$ cat config.mk
export PLATFORM = sky130hd
export DESIGN_NAME = sra_port
export DESIGN_NICKNAME = d
export VERILOG_FILES = /design/src/hw/sra_pkg.sv /design/src/hw/sra_port.sv
export SDC_FILE = /design/constraint.sdc
export NUM_CORES = 1
export LEC_CHECK = 0
export ABC_AREA = 1
export BUFFER_PORTS_ARGS = -buffer_cell sky130_fd_sc_hd__buf_2
export CAP_MARGIN = 20
export CORE_AREA = 2 2 134 136
export CTS_CLUSTER_SIZE = 25
export DETAILED_ROUTE_END_ITERATION = 10
export DIE_AREA = 0 0 136 138
export PLACE_DENSITY = 0.66
export SYNTH_ARGS = -nofsm -noshare
export SYNTH_HDL_FRONTEND = slang
export SYNTH_SLANG_ARGS = --single-unit
export TNS_END_PERCENT = 50
$ cat constraint.sdc
create_clock -name clk -period 1.9 [get_ports clk]
set_clock_uncertainty 0.2 [all_clocks]
set_input_delay 0.19 -clock clk [delete_from_list [all_inputs] [get_ports clk]]
set_output_delay 0.19 -clock clk [all_outputs]
set_load 0.005 [all_outputs]
$ cat src/hw/sra_pkg.sv
// Constants and carrier types for the serial register access port.
// Assumes a consumer that imports nothing and names every item with sra_pkg::.
package sra_pkg;
  // Header byte 0 layout: write flag, full-mode flag, base address, fast-command flag
  localparam int HDR_WRITE_BIT = 7;
  localparam int HDR_FULL_BIT  = 6;
  localparam int HDR_BASE_HI   = 5;
  localparam int HDR_BASE_LO   = 1;
  localparam int HDR_FLAG_BIT  = 0;
  // Header byte 1 layout (full mode): offset, then pad or masked-write flag
  localparam int OFS_HI        = 7;
  localparam int OFS_LO        = 1;
  localparam int OFS_MASK_BIT  = 0;
  // Mask configuration byte: operation and length code
  localparam int MCFG_OP_HI    = 7;
  localparam int MCFG_OP_LO    = 6;
  localparam int MCFG_LEN_HI   = 5;
  localparam int MCFG_LEN_LO   = 4;
  localparam logic [1:0] OP_SET    = 2'h0;
  localparam logic [1:0] OP_CLEAR  = 2'h1;
  localparam logic [1:0] OP_TOGGLE = 2'h2;
  localparam logic [1:0] LEN_1     = 2'h0;
  localparam logic [1:0] LEN_2     = 2'h1;
  localparam logic [2:0] LEFT_1    = 3'h1;
  localparam logic [2:0] LEFT_2    = 3'h2;
  localparam logic [2:0] LEFT_4    = 3'h4;
  localparam int ADDR_W   = 12;
  localparam int GPIO_N   = 8;
  localparam int SCK_MAX_MHZ = 32;
  // Clock mode register sits at base 0x1F, offset 0; bit0 polarity, bit1 phase
  localparam logic [ADDR_W-1:0] MODE_ADDR = 12'hF80;
  localparam logic [ADDR_W-1:0] ADDR_ONE  = 12'h001;
  localparam logic [6:0] OFS_ZERO = 7'h00;
  localparam logic [2:0] BIT_LAST = 3'h7;
  localparam logic [2:0] CNT_ONE  = 3'h1;
  localparam logic [7:0] BYTE_ZERO = 8'h00;
  localparam logic MODE_POL_RESET = 1'b0;
  localparam logic MODE_PHA_RESET = 1'b0;
  localparam logic [GPIO_N-1:0] PULL_EN_RESET = 8'hFF;
  localparam logic [GPIO_N-1:0] PULL_UP_RESET = 8'h00;
  localparam logic CS_PULL_UP_RESET = 1'b1;

  typedef enum logic [2:0] {
    ST_IDLE, ST_HDR1, ST_MCFG, ST_MASK, ST_RD, ST_WR, ST_DONE
  } sra_state_t;

  typedef struct packed {
    logic              rd;
    logic              wr;
    logic [ADDR_W-1:0] addr;
    logic [7:0]        wdata;
  } sra_reg_req_t;

  typedef struct packed {
    logic              cs_pull_up;
    logic [GPIO_N-1:0] gpio_en;
    logic [GPIO_N-1:0] gpio_up;
  } sra_pull_t;
endpackage

$ cat src/hw/sra_port.sv
// Serial register access port: four-wire peripheral, all modes, byte-wide register port.
// Assumes reg_rdata follows reg_req.addr within the rd cycle; pins are asynchronous.
`timescale 1ns/1ps
`default_nettype none
module sra_port (
  input  wire logic                    clk,
  input  wire logic                    reset_n,
  input  wire logic                    host_select_n,
  input  wire logic                    serial_clock,
  input  wire logic                    host_to_peripheral_line,
  output logic                         peripheral_to_host_line,
  output logic                         peripheral_to_host_line_oe,
  input  wire logic                    otp_mode_valid,
  input  wire logic [1:0]              otp_mode,
  output sra_pkg::sra_reg_req_t        reg_req,
  input  wire logic [7:0]              reg_rdata,
  output logic                         cmd_strobe,
  output logic [4:0]                   cmd_code,
  output logic                         clock_polarity_sel,
  output logic                         clock_phase_sel,
  input  wire logic                    pull_cfg_we,
  input  wire sra_pkg::sra_pull_t      pull_cfg,
  output sra_pkg::sra_pull_t           pull_state
);
  typedef struct packed {
    logic                      cs_s1;
    logic                      cs_s2;
    logic                      sck_s1;
    logic                      sck_s2;
    logic                      sck_q;
    logic                      dat_s1;
    logic                      dat_s2;
    logic                      cpol;
    logic                      cpha;
    logic                      pend;
    logic                      pend_pol;
    logic                      pend_pha;
    logic                      otp_done;
    sra_pkg::sra_state_t       st;
    logic [2:0]                cnt;
    logic [7:0]                rx;
    logic [7:0]                tx;
    logic                      miso;
    logic                      wr_cmd;
    logic [sra_pkg::ADDR_W-1:0] addr;
    logic                      fetch;
    logic                      rmw;
    logic [7:0]                mask;
    logic [1:0]                op;
    logic [2:0]                left;
    sra_pkg::sra_reg_req_t     req;
    logic                      cmd_stb;
    logic [4:0]                code;
    sra_pkg::sra_pull_t        pull;
  } sra_core_t;

  sra_core_t s;
  sra_core_t next_s;
  logic      rise;
  logic      fall;
  logic      lead;
  logic      trail;
  logic      sample;
  logic      shift;
  logic [7:0] b;
  logic      byte_done;

  always_comb begin
    next_s = s;
    // Sync stages; logic uses the second stage, plus sck_q one clk behind it for edge detect
    next_s.cs_s1 = host_select_n;
    next_s.cs_s2 = s.cs_s1;
    next_s.sck_s1 = serial_clock;
    next_s.sck_s2 = s.sck_s1;
    next_s.sck_q = s.sck_s2;
    next_s.dat_s1 = host_to_peripheral_line;
    next_s.dat_s2 = s.dat_s1;
    next_s.req.rd = 1'b0;
    next_s.req.wr = 1'b0;
    next_s.cmd_stb = 1'b0;
    next_s.fetch = 1'b0;
    rise = s.sck_s2 & ~s.sck_q;
    fall = ~s.sck_s2 & s.sck_q;
    lead = s.cpol ? fall : rise;
    trail = s.cpol ? rise : fall;
    sample = s.cpha ? trail : lead;
    shift = s.cpha ? lead : trail;
    b = {s.rx[6:0], s.dat_s2};
    byte_done = sample & ~s.cs_s2 & (s.cnt == sra_pkg::BIT_LAST);
    // Strap caught once, the first clock after reset release
    if (!s.otp_done) begin
      next_s.otp_done = 1'b1;
      if (otp_mode_valid) begin
        next_s.cpol = otp_mode[0];
        next_s.cpha = otp_mode[1];
      end
    end
    if (pull_cfg_we) begin
      next_s.pull = pull_cfg;
    end
    // Read data lands one clk after the strobe
    if (s.fetch) begin
      next_s.tx = (s.req.addr == sra_pkg::MODE_ADDR) ? {6'h00, s.cpha, s.cpol} : reg_rdata;
    end
    if (s.rmw) begin
      next_s.rmw = 1'b0;
      next_s.req.wr = 1'b1;
      case (s.op)
        sra_pkg::OP_SET:    next_s.req.wdata = reg_rdata | s.mask;
        sra_pkg::OP_CLEAR:  next_s.req.wdata = reg_rdata & ~s.mask;
        sra_pkg::OP_TOGGLE: next_s.req.wdata = reg_rdata ^ s.mask;
        default:            next_s.req.wdata = reg_rdata;
      endcase
    end
    if (s.cs_s2) begin
      // Deselected: drop everything mid-byte; mode changes only between frames
      next_s.st = sra_pkg::ST_IDLE;
      next_s.cnt = 3'h0;
      next_s.rx = sra_pkg::BYTE_ZERO;
      next_s.tx = sra_pkg::BYTE_ZERO;
      next_s.miso = 1'b0;
      next_s.fetch = 1'b0;
      if (s.pend) begin
        next_s.pend = 1'b0;
        next_s.cpol = s.pend_pol;
        next_s.cpha = s.pend_pha;
      end
    end else begin
      if (shift) begin
        next_s.miso = s.tx[sra_pkg::BIT_LAST - s.cnt];
      end
      if (sample) begin
        next_s.rx = b;
        next_s.cnt = s.cnt + sra_pkg::CNT_ONE;
      end
      if (byte_done) begin
        case (s.st)
          sra_pkg::ST_IDLE: begin
            next_s.wr_cmd = b[sra_pkg::HDR_WRITE_BIT];
            next_s.addr = {b[sra_pkg::HDR_BASE_HI:sra_pkg::HDR_BASE_LO], sra_pkg::OFS_ZERO};
            if (b[sra_pkg::HDR_FULL_BIT]) begin
              next_s.st = sra_pkg::ST_HDR1;
            end else if (b[sra_pkg::HDR_FLAG_BIT]) begin
              next_s.cmd_stb = 1'b1;
              next_s.code = b[sra_pkg::HDR_BASE_HI:sra_pkg::HDR_BASE_LO];
              next_s.st = sra_pkg::ST_DONE;
            end else if (b[sra_pkg::HDR_WRITE_BIT]) begin
              next_s.st = sra_pkg::ST_WR;
            end else begin
              next_s.st = sra_pkg::ST_RD;
              next_s.req.rd = 1'b1;
              next_s.req.addr = next_s.addr;
              next_s.fetch = 1'b1;
              next_s.addr = next_s.addr + sra_pkg::ADDR_ONE;
            end
          end
          sra_pkg::ST_HDR1: begin
            next_s.addr[6:0] = b[sra_pkg::OFS_HI:sra_pkg::OFS_LO];
            if (s.wr_cmd && b[sra_pkg::OFS_MASK_BIT]) begin
              next_s.st = sra_pkg::ST_MCFG;
            end else if (s.wr_cmd) begin
              next_s.st = sra_pkg::ST_WR;
            end else begin
              next_s.st = sra_pkg::ST_RD;
              next_s.req.rd = 1'b1;
              next_s.req.addr = {s.addr[11:7], b[sra_pkg::OFS_HI:sra_pkg::OFS_LO]};
              next_s.fetch = 1'b1;
              next_s.addr = next_s.req.addr + sra_pkg::ADDR_ONE;
            end
          end
          sra_pkg::ST_MCFG: begin
            next_s.op = b[sra_pkg::MCFG_OP_HI:sra_pkg::MCFG_OP_LO];
            case (b[sra_pkg::MCFG_LEN_HI:sra_pkg::MCFG_LEN_LO])
              sra_pkg::LEN_1: next_s.left = sra_pkg::LEFT_1;
              sra_pkg::LEN_2: next_s.left = sra_pkg::LEFT_2;
              default:        next_s.left = sra_pkg::LEFT_4;
            endcase
            next_s.st = sra_pkg::ST_MASK;
          end
          sra_pkg::ST_MASK: begin
            next_s.mask = b;
            next_s.rmw = 1'b1;
            next_s.req.rd = 1'b1;
            next_s.req.addr = s.addr;
            next_s.addr = s.addr + sra_pkg::ADDR_ONE;
            next_s.left = s.left - sra_pkg::CNT_ONE;
            if (s.left == sra_pkg::LEFT_1) begin
              next_s.st = sra_pkg::ST_DONE;
            end
          end
          sra_pkg::ST_WR: begin
            // Mode writes are held until the frame ends
            if (s.addr == sra_pkg::MODE_ADDR) begin
              next_s.pend = 1'b1;
              next_s.pend_pol = b[0];
              next_s.pend_pha = b[1];
            end else begin
              next_s.req.wr = 1'b1;
            end
            next_s.req.addr = s.addr;
            next_s.req.wdata = b;
            next_s.addr = s.addr + sra_pkg::ADDR_ONE;
          end
          sra_pkg::ST_RD: begin
            next_s.req.rd = 1'b1;
            next_s.req.addr = s.addr;
            next_s.fetch = 1'b1;
            next_s.addr = s.addr + sra_pkg::ADDR_ONE;
          end
          sra_pkg::ST_DONE: next_s.st = sra_pkg::ST_DONE;
          default: next_s.st = sra_pkg::ST_IDLE;
        endcase
      end
    end
  end

  always_ff @(posedge clk or negedge reset_n) begin
    if (!reset_n) begin
      s <= '0;
      s.cs_s1 <= 1'b1;
      s.cs_s2 <= 1'b1;
      s.cpol <= sra_pkg::MODE_POL_RESET;
      s.cpha <= sra_pkg::MODE_PHA_RESET;
      s.st <= sra_pkg::ST_IDLE;
      s.pull.cs_pull_up <= sra_pkg::CS_PULL_UP_RESET;
      s.pull.gpio_en <= sra_pkg::PULL_EN_RESET;
      s.pull.gpio_up <= sra_pkg::PULL_UP_RESET;
    end else begin
      s <= next_s;
    end
  end

  assign peripheral_to_host_line = s.miso;
  assign peripheral_to_host_line_oe = ~s.cs_s2;
  assign reg_req = s.req;
  assign cmd_strobe = s.cmd_stb;
  assign cmd_code = s.code;
  assign clock_polarity_sel = s.cpol;
  assign clock_phase_sel = s.cpha;
  assign pull_state = s.pull;
endmodule
`default_nettype wire

==> results.ini, run 1 <==
[yosys]
synthCells = 846
syn-cell-area_sq_mm = 0.00644
synth_fp_nets = 903
async_flop_share_pct = 100
ys_warn_count = 0
synth-main-ff-cell = dfrtp_1
synth-seq-area-share_pct = 42.1
synth_edf_count = 0
ys_seq_elements = 108
synth.distinct_cells = 35
postSynthAreaPerCell_sq_um = 7.62

[sta]
period_share_pct = 100
rsz0062_at_grt = yes
period_minus_slack_ns = 1.91
tns_ns = -0.0136
worst_slack_ns = -0.00828
fmax_ghz = 0.524
hold_viol = 0
setup_viol = 3
slew_viol_final = 0

[die]
floorplan.initialDensity_pct = 36.8
core_region_area_sq_mm = 0.0175
die_h_um = 138
dieWidth_um = 136
die-area_sq_mm = 0.0188
rows = 49
num_io_pins = 83

[placement]
place_congestion = 0.919
placement.io_buffers = 82
dpl.hpwl_um = 12000
placed_area_sq_mm = 0.00694
placedCellCount = 1120

[final_layout]
fillers = 1723
fin_nets = 1000
layout_commonest_cell = nand2_1
syn2layout_area_growth_pct = 21.1
antenna_cells = 0
multi_input_area_sq_mm = 0.00302
drive_gt1_share_pct = 22.2
seq_area_sq_mm = 0.00272
final_area_sq_mm = 0.00780
fin_cells = 1177
layout_common_cells = nand2_1, dfrtp_1, buf_2

[status]
status = complete, but fails checks
violations = negative setup slack

[setup_path]
crit_slowest_cell = dfrtp_2
max_stage_delay_ns = 0.45
cp_data_arrival_time_ns = 1.95
cp.required_ns = 1.94
endpoint_kind = register
critPathLaunch = clock_polarity_sel
r2r_start = clock_polarity_sel
cp_common_cell = nand3_4
start_kind = register
path_cells = inv_2 > nand3_4 > nand3_4 > nand3_4 > nor2_8 > buf_4 > o21ai_1 > nand2_1 > nand2_1
cp_max_fo = 8
crit_type = register to register

[clocking]
cts-buffers-inserted = 9
insertion_delay_ns = 0.36
cts_max_path_buffers = 2
tritoncts = done
cts_max_level = 3
clk_pin_slew_worst_paths_ns = 0.07
cts.sinks = 108
cts_root_buffer = clkbuf_16

[job]
cap_violations = 0

[power]
p_leak_nw = 3.96
clockPowerShare_pct = 39.7
p_seq_share_pct = 47.6
power_switching_share_pct = 25.8
internal_power_mw = 3.84
switchingPower_mw = 1.34
power_density_mw_per_mm2 = 664
ir_drop_v = 0.000476
power_frac_comb_pct = 12.8

[global_route]
grt_usage_pct = 17.8
grt-ovfl-total = 0
grt_max_degree = 74
grt_pass1_vias = 5417
antenna_found_initial = 0
grt_pass1_wl_um = 27100

[route]
totalWireLength_um = 16700
ant_nets = 0
drc = 0
first_pass_iters = 6
post_drt_wl_per_cell_um = 14.1
vias = 5807
vias_per_cell = 4.93
drtIter0Drc = 384
route.met2.wl_um = 8040
wl_met3_um = 766
top_layer = met4
wl_met1_um = 7550

[worst_hold_path]
worstHoldStart = reg_rdata[1]
min-delay-path-class = primary input to register

[stage by stage]
stage,worst slack [ns],power (mW),utilization (%),hold slack [ns]
detailed placement,0.0505,3.08,39.6,-0.0123
finish,-0.00828,5.18,44.5,0.0230
floorplan,0.210,2.86,-,-0.306
global route,-0.103,5.41,44.5,0.0405
global placement,0.0851,3.07,39.6,-0.0191
CTS,0.0306,5.17,43.2,0.00704
[critical path: cells and delay by family, from the launching register on]
family / cells / cell delay, ns
AOI/OAI and AO/OA: 1 / 0.12
buffers and inverters: 2 / 0.31
DFF: 1 / 0.45
and+or+nand+nor: 6 / 0.71
[cell families (layout without fill, tap and decap cells)]
family | count (synthesis) | in the layout | share of synthesized area (%)
other cells | 1 | 1 | 0.0582
buf+inv | 155 | 257 | 12.5
flops | 108 | 108 | 42.1
mux | 17 | 17 | 2.97
compound gates | 105 | 105 | 8.66
xor+xnor | 1 | 1 | 0.136
fa+ha+maj | 23 | 23 | 4.47
simple gates | 436 | 436 | 29.1
[state kept, by name, summed over array words and instances (netlist names)]
register                 count
b                            8
clock_phase_sel              1
clock_polarity_sel           1
cmd_code                     5
cmd_strobe                   1
next_s                       4
peripheral_to_host_line      1
pull_state                  17
reg_req                     22
s                           48
[synth_stat cells, types with 2 or more instances]
library cell | n | share of area [%]
dfstp_2 | 11 | 4.5
nand2_2 | 4 | 0.39
buf_2 | 13 | 1.0
nor2_1 | 40 | 2.3
nand3_2 | 5 | 0.78
o21ai_1 | 13 | 1.0
a21boi_0 | 2 | 0.23
or2_2 | 2 | 0.19
dfrtp_1 | 97 | 38
o211ai_1 | 5 | 0.58
nand3_1 | 61 | 4.7
nand2_1 | 288 | 17
buf_4 | 44 | 5.1
inv_1 | 81 | 4.7
mux2_2 | 17 | 3.0
nor3_1 | 6 | 0.47
ha_1 | 23 | 4.5
buf_8 | 3 | 0.70
o22ai_1 | 8 | 0.78
a21oi_1 | 16 | 1.2
a31oi_1 | 4 | 0.39
nand4_1 | 23 | 2.2
o21ai_0 | 57 | 4.4
clkbuf_1 | 7 | 0.41
inv_2 | 5 | 0.29
nor2_2 | 2 | 0.19
[cell type report]
type / instances / area share, %
Clock buffer: 11 / 2.98
Tap cell: 229 / 3.67
Sequential cell: 108 / 34.9
Clock inverter: 5 / 1.07
Inverter: 87 / 4.23
Timing Repair Buffer: 154 / 14.4
Multi-Input combinational cell: 583 / 38.7
[worst paths after layout]
| check | to | slack [ns] | depth (start not counted) |
|---|---|---|---|
| max in group asynchronous | pull_state[12] | 0.91 | 3 |
| setup / recovery | s[46] | -0.008 | 9 |
| setup reg to reg | s[46] | -0.008 | 9 |
| hold reg to reg | b[0] | 0.15 | 0 |
| hold / removal | s[75] | 0.02 | 5 |
| min in group asynchronous | next_s[105] | 0.14 | 3 |
[power by group through the flow]
stage | combinational [mW] | clock (mW) | sequential, mW
final | 0.662 | 2.05 | 2.46
after CTS | 0.628 | 2.08 | 2.46
after global placement | 0.569 | 0 | 2.50
after detailed placement | 0.576 | 0 | 2.50
after global routing | 0.750 | 2.18 | 2.47
after floorplan | 0.381 | 0 | 2.48
[repair_timing]
action                                 CTS  global route
resized for setup                        0            41
endpoints found under the hold margin  129             0
hold buffers                            32             0
setup endpoints to repair                0            51
buffers inserted                         0             7
[layer usage]
metal / vias up / track usage (%)
met3: 24 / 2.75
li1: 2886 / -
met4: 0 / 5.04
met5: - / 0
met1: 2737 / 24.9
met2: 160 / 28.6
Note: power is estimated with default switching activity, not from simulation.
==> inputs of run 2 (changes only) <==
--- a/config.mk
+++ b/config.mk
@@ -5,14 +5,13 @@
 export SDC_FILE = /design/constraint.sdc
 export NUM_CORES = 1
 export LEC_CHECK = 0
-export ABC_AREA = 1
 export BUFFER_PORTS_ARGS = -buffer_cell sky130_fd_sc_hd__buf_2
 export CAP_MARGIN = 20
-export CORE_AREA = 2 2 134 136
+export CORE_AREA = 2 2 131 133
 export CTS_CLUSTER_SIZE = 25
 export DETAILED_ROUTE_END_ITERATION = 10
-export DIE_AREA = 0 0 136 138
-export PLACE_DENSITY = 0.66
+export DIE_AREA = 0 0 133 135
+export PLACE_DENSITY = 0.69
 export SYNTH_ARGS = -nofsm -noshare
 export SYNTH_HDL_FRONTEND = slang
 export SYNTH_SLANG_ARGS = --single-unit
==> constraint.sdc (replaced) <==
create_clock -name clk -period 1.7 [get_ports clk]
set_clock_uncertainty 0.2 [all_clocks]
set_input_delay 0.17 -clock clk [delete_from_list [all_inputs] [get_ports clk]]
set_output_delay 0.17 -clock clk [all_outputs]
set_load 0.005 [all_outputs]
==> results.ini, run 2 <==
[route]
totalWireLength_um = 15400
first_pass_iters = 4
ant_nets = 0
drtIter0Drc = 313
drc = 0
post_drt_wl_per_cell_um = 15.8
vias_per_cell = 5.03
vias = 4925

[yosys]
synth_edf_count = 0
ys_warn_count = 0
syn-cell-area_sq_mm = 0.00619
ys_seq_elements = 108
synth_fp_nets = 664
ys_top_cells_by_count = dfrtp_1, buf_4, nor2_1
synth-main-ff-cell = dfrtp_1
synth_top_area_share_pct = 39.2
netlist_top_cells_area = dfrtp_1, buf_4, mux2_2
synthMuxAreaShare_pct = 14.5
synth_top_area_cell = dfrtp_1
synth-simple-area-share_pct = 14.4
synth-xor-area-share_pct = 1.54
async_flop_share_pct = 100
synth.distinct_cells = 64
synth.most_common_cell = dfrtp_1
synth_compound_area_share_pct = 11.1
synth_top_family_by_area = multiplexers
synth-seq-area-share_pct = 43.9
synthCells = 607
postSynthAreaPerCell_sq_um = 10.2
synth_fa_ha_area_share_pct = 4.65

[clocking]
cts_max_path_buffers = 2
tritoncts = done
cts_root_buffer = clkbuf_16
cts-buffers-inserted = 9
insertion_delay_ns = 0.36
cts.sinks = 108
cts_max_level = 3
clk_pin_slew_worst_paths_ns = 0.07

[final_layout]
final_area_sq_mm = 0.00821
layout_common_cells = dfrtp_1, buf_4, buf_2
fin_util_pct = 50.0
fillers = 1456
seq_area_sq_mm = 0.00272
regMostFlops = s
antenna_cells = 0
syn2layout_area_growth_pct = 32.6
largest_reg_flops = 48
layout_commonest_cell = dfrtp_1
multi_input_area_sq_mm = 0.00313
drive_gt1_share_pct = 41.1
fin_nets = 811

[die]
die-area_sq_mm = 0.0180
rows = 47
dieWidth_um = 133
core_region_area_sq_mm = 0.0164
die_h_um = 135
floorplan.initialDensity_pct = 37.7
num_io_pins = 83

[placement]
placed_area_sq_mm = 0.00719
dp_slack_ns = -0.517
place_congestion = 0.856
placement.io_buffers = 82
dpl.hpwl_um = 10800

[sta]
period_minus_slack_ns = 2.18
setup_viol = 72
hold_viol = 0
rsz0062_at_grt = yes
slew_viol_final = 0
period_share_pct = 128
fmax_ghz = 0.458
worst_slack_ns = -0.484

[setup_path]
crit_type = register to register
endpoint_kind = register
path_cells = ha_2 > ha_4 > and4bb_2 > mux2i_4 > buf_6 > nor4_4 > mux2_1
cp.required_ns = 1.74
cp_data_arrival_time_ns = 2.22
max_stage_delay_ns = 0.36
cp_max_fo = 7
start_kind = register
crit_slowest_cell = mux2_1

[power]
p_leak_nw = 3.73
ir_drop_v = 0.000694
power_density_mw_per_mm2 = 685

[global_route]
grt-ovfl-total = 0
grt_max_degree = 35
grt_usage_pct = 17.8
grt_pass1_wl_um = 25200
grt_pass1_vias = 4853
antenna_found_initial = 0

[job]
cap_violations = 0

[worst_hold_path]
min-delay-path-class = primary input to register

[status]
violations = negative setup slack
status = complete, but fails checks

run 2: cell count changes after synthesis, sizes merged, moves of 6 or more:
cell and delta:
nand2 -251, inv -56, nand3 -53, o21ai -36
mux2i +31, a21oi +19, nand4 -18, clkbuf +15
mux2 +14, nand2b +12, mux4 +10, a22oi +7
nor2b +6
run 2: final cells by class:
class | instances | area share [%]
multi-input cells | 388 | 38.1
flip-flops and latches | 108 | 33.1
repair buffers | 217 | 20.0
well taps | 220 | 3.35
clock buffers | 10 | 2.91
inverters | 30 | 1.37
clock inverters | 6 | 1.14
run 2: worst paths after layout:
check	cells past startpoint	endpoint	slack, ns	from
worst min-delay path	3	s[75]	0.01	reg_rdata[1]
max in group asynchronous	3	pull_state[15]	0.63	reset_n
worst max register to register	7	s[97]	-0.48	s[91]
min in group asynchronous	2	s[80]	0.08	reset_n
worst min register to register	0	b[0]	0.15	next_s[102]
worst max-delay path	7	s[97]	-0.48	s[91]
run 2: critical path, delay by kind of cell, from the launching register on:
family	cells	cell delay (ns)
fa+ha+maj	2	0.31
buf+inv	1	0.16
flops	1	0.35
mux	2	0.49
simple gates	2	0.54
run 2: metrics by stage:
stage	instances	setup TNS [ns]	hold slack, ns	power [mW]
after floorplan	607	-25.21	-0.326	3.04
after global placement	925	-25.31	-0.0652	3.25
after detailed placement	925	-27.98	-0.0612	3.26
after CTS	974	-24.52	0.00736	5.68
after global routing	979	-31.26	0.0304	5.85
final	979	-25.19	0.0145	5.63
run 2: metal layers:
metal	share of wire (%)	global-route usage [%]
met1	45	23.4
met5	0	0
met4	1.2	4.54
met3	5.7	4.32
met2	48	29.7
run 2: timing repair:
| action | CTS | global route |
|---|---|---|
| pin swaps | 6 | 9 |
| hold buffers | 29 | 0 |
| gates resized for setup | 40 | 43 |
| setup endpoints to repair | 75 | 76 |
| cloned | 1 | 3 |
| setup buffers | 4 | 2 |
| endpoints found under the hold margin | 125 | 0 |
run 2: power breakdown:
group | total, mW | switching (mW) | internal [mW]
sequential | 2.70 | 0.0476 | 2.66
combinational | 0.593 | 0.267 | 0.326
clock | 2.33 | 0.983 | 1.34
run 2: logic make-up after synthesis:
kind of cell | after synthesis
buf+inv | 112
compound gates | 111
fa+ha+maj | 23
flops | 108
simple gates | 170
xor+xnor | 10
other cells | 1
mux | 72
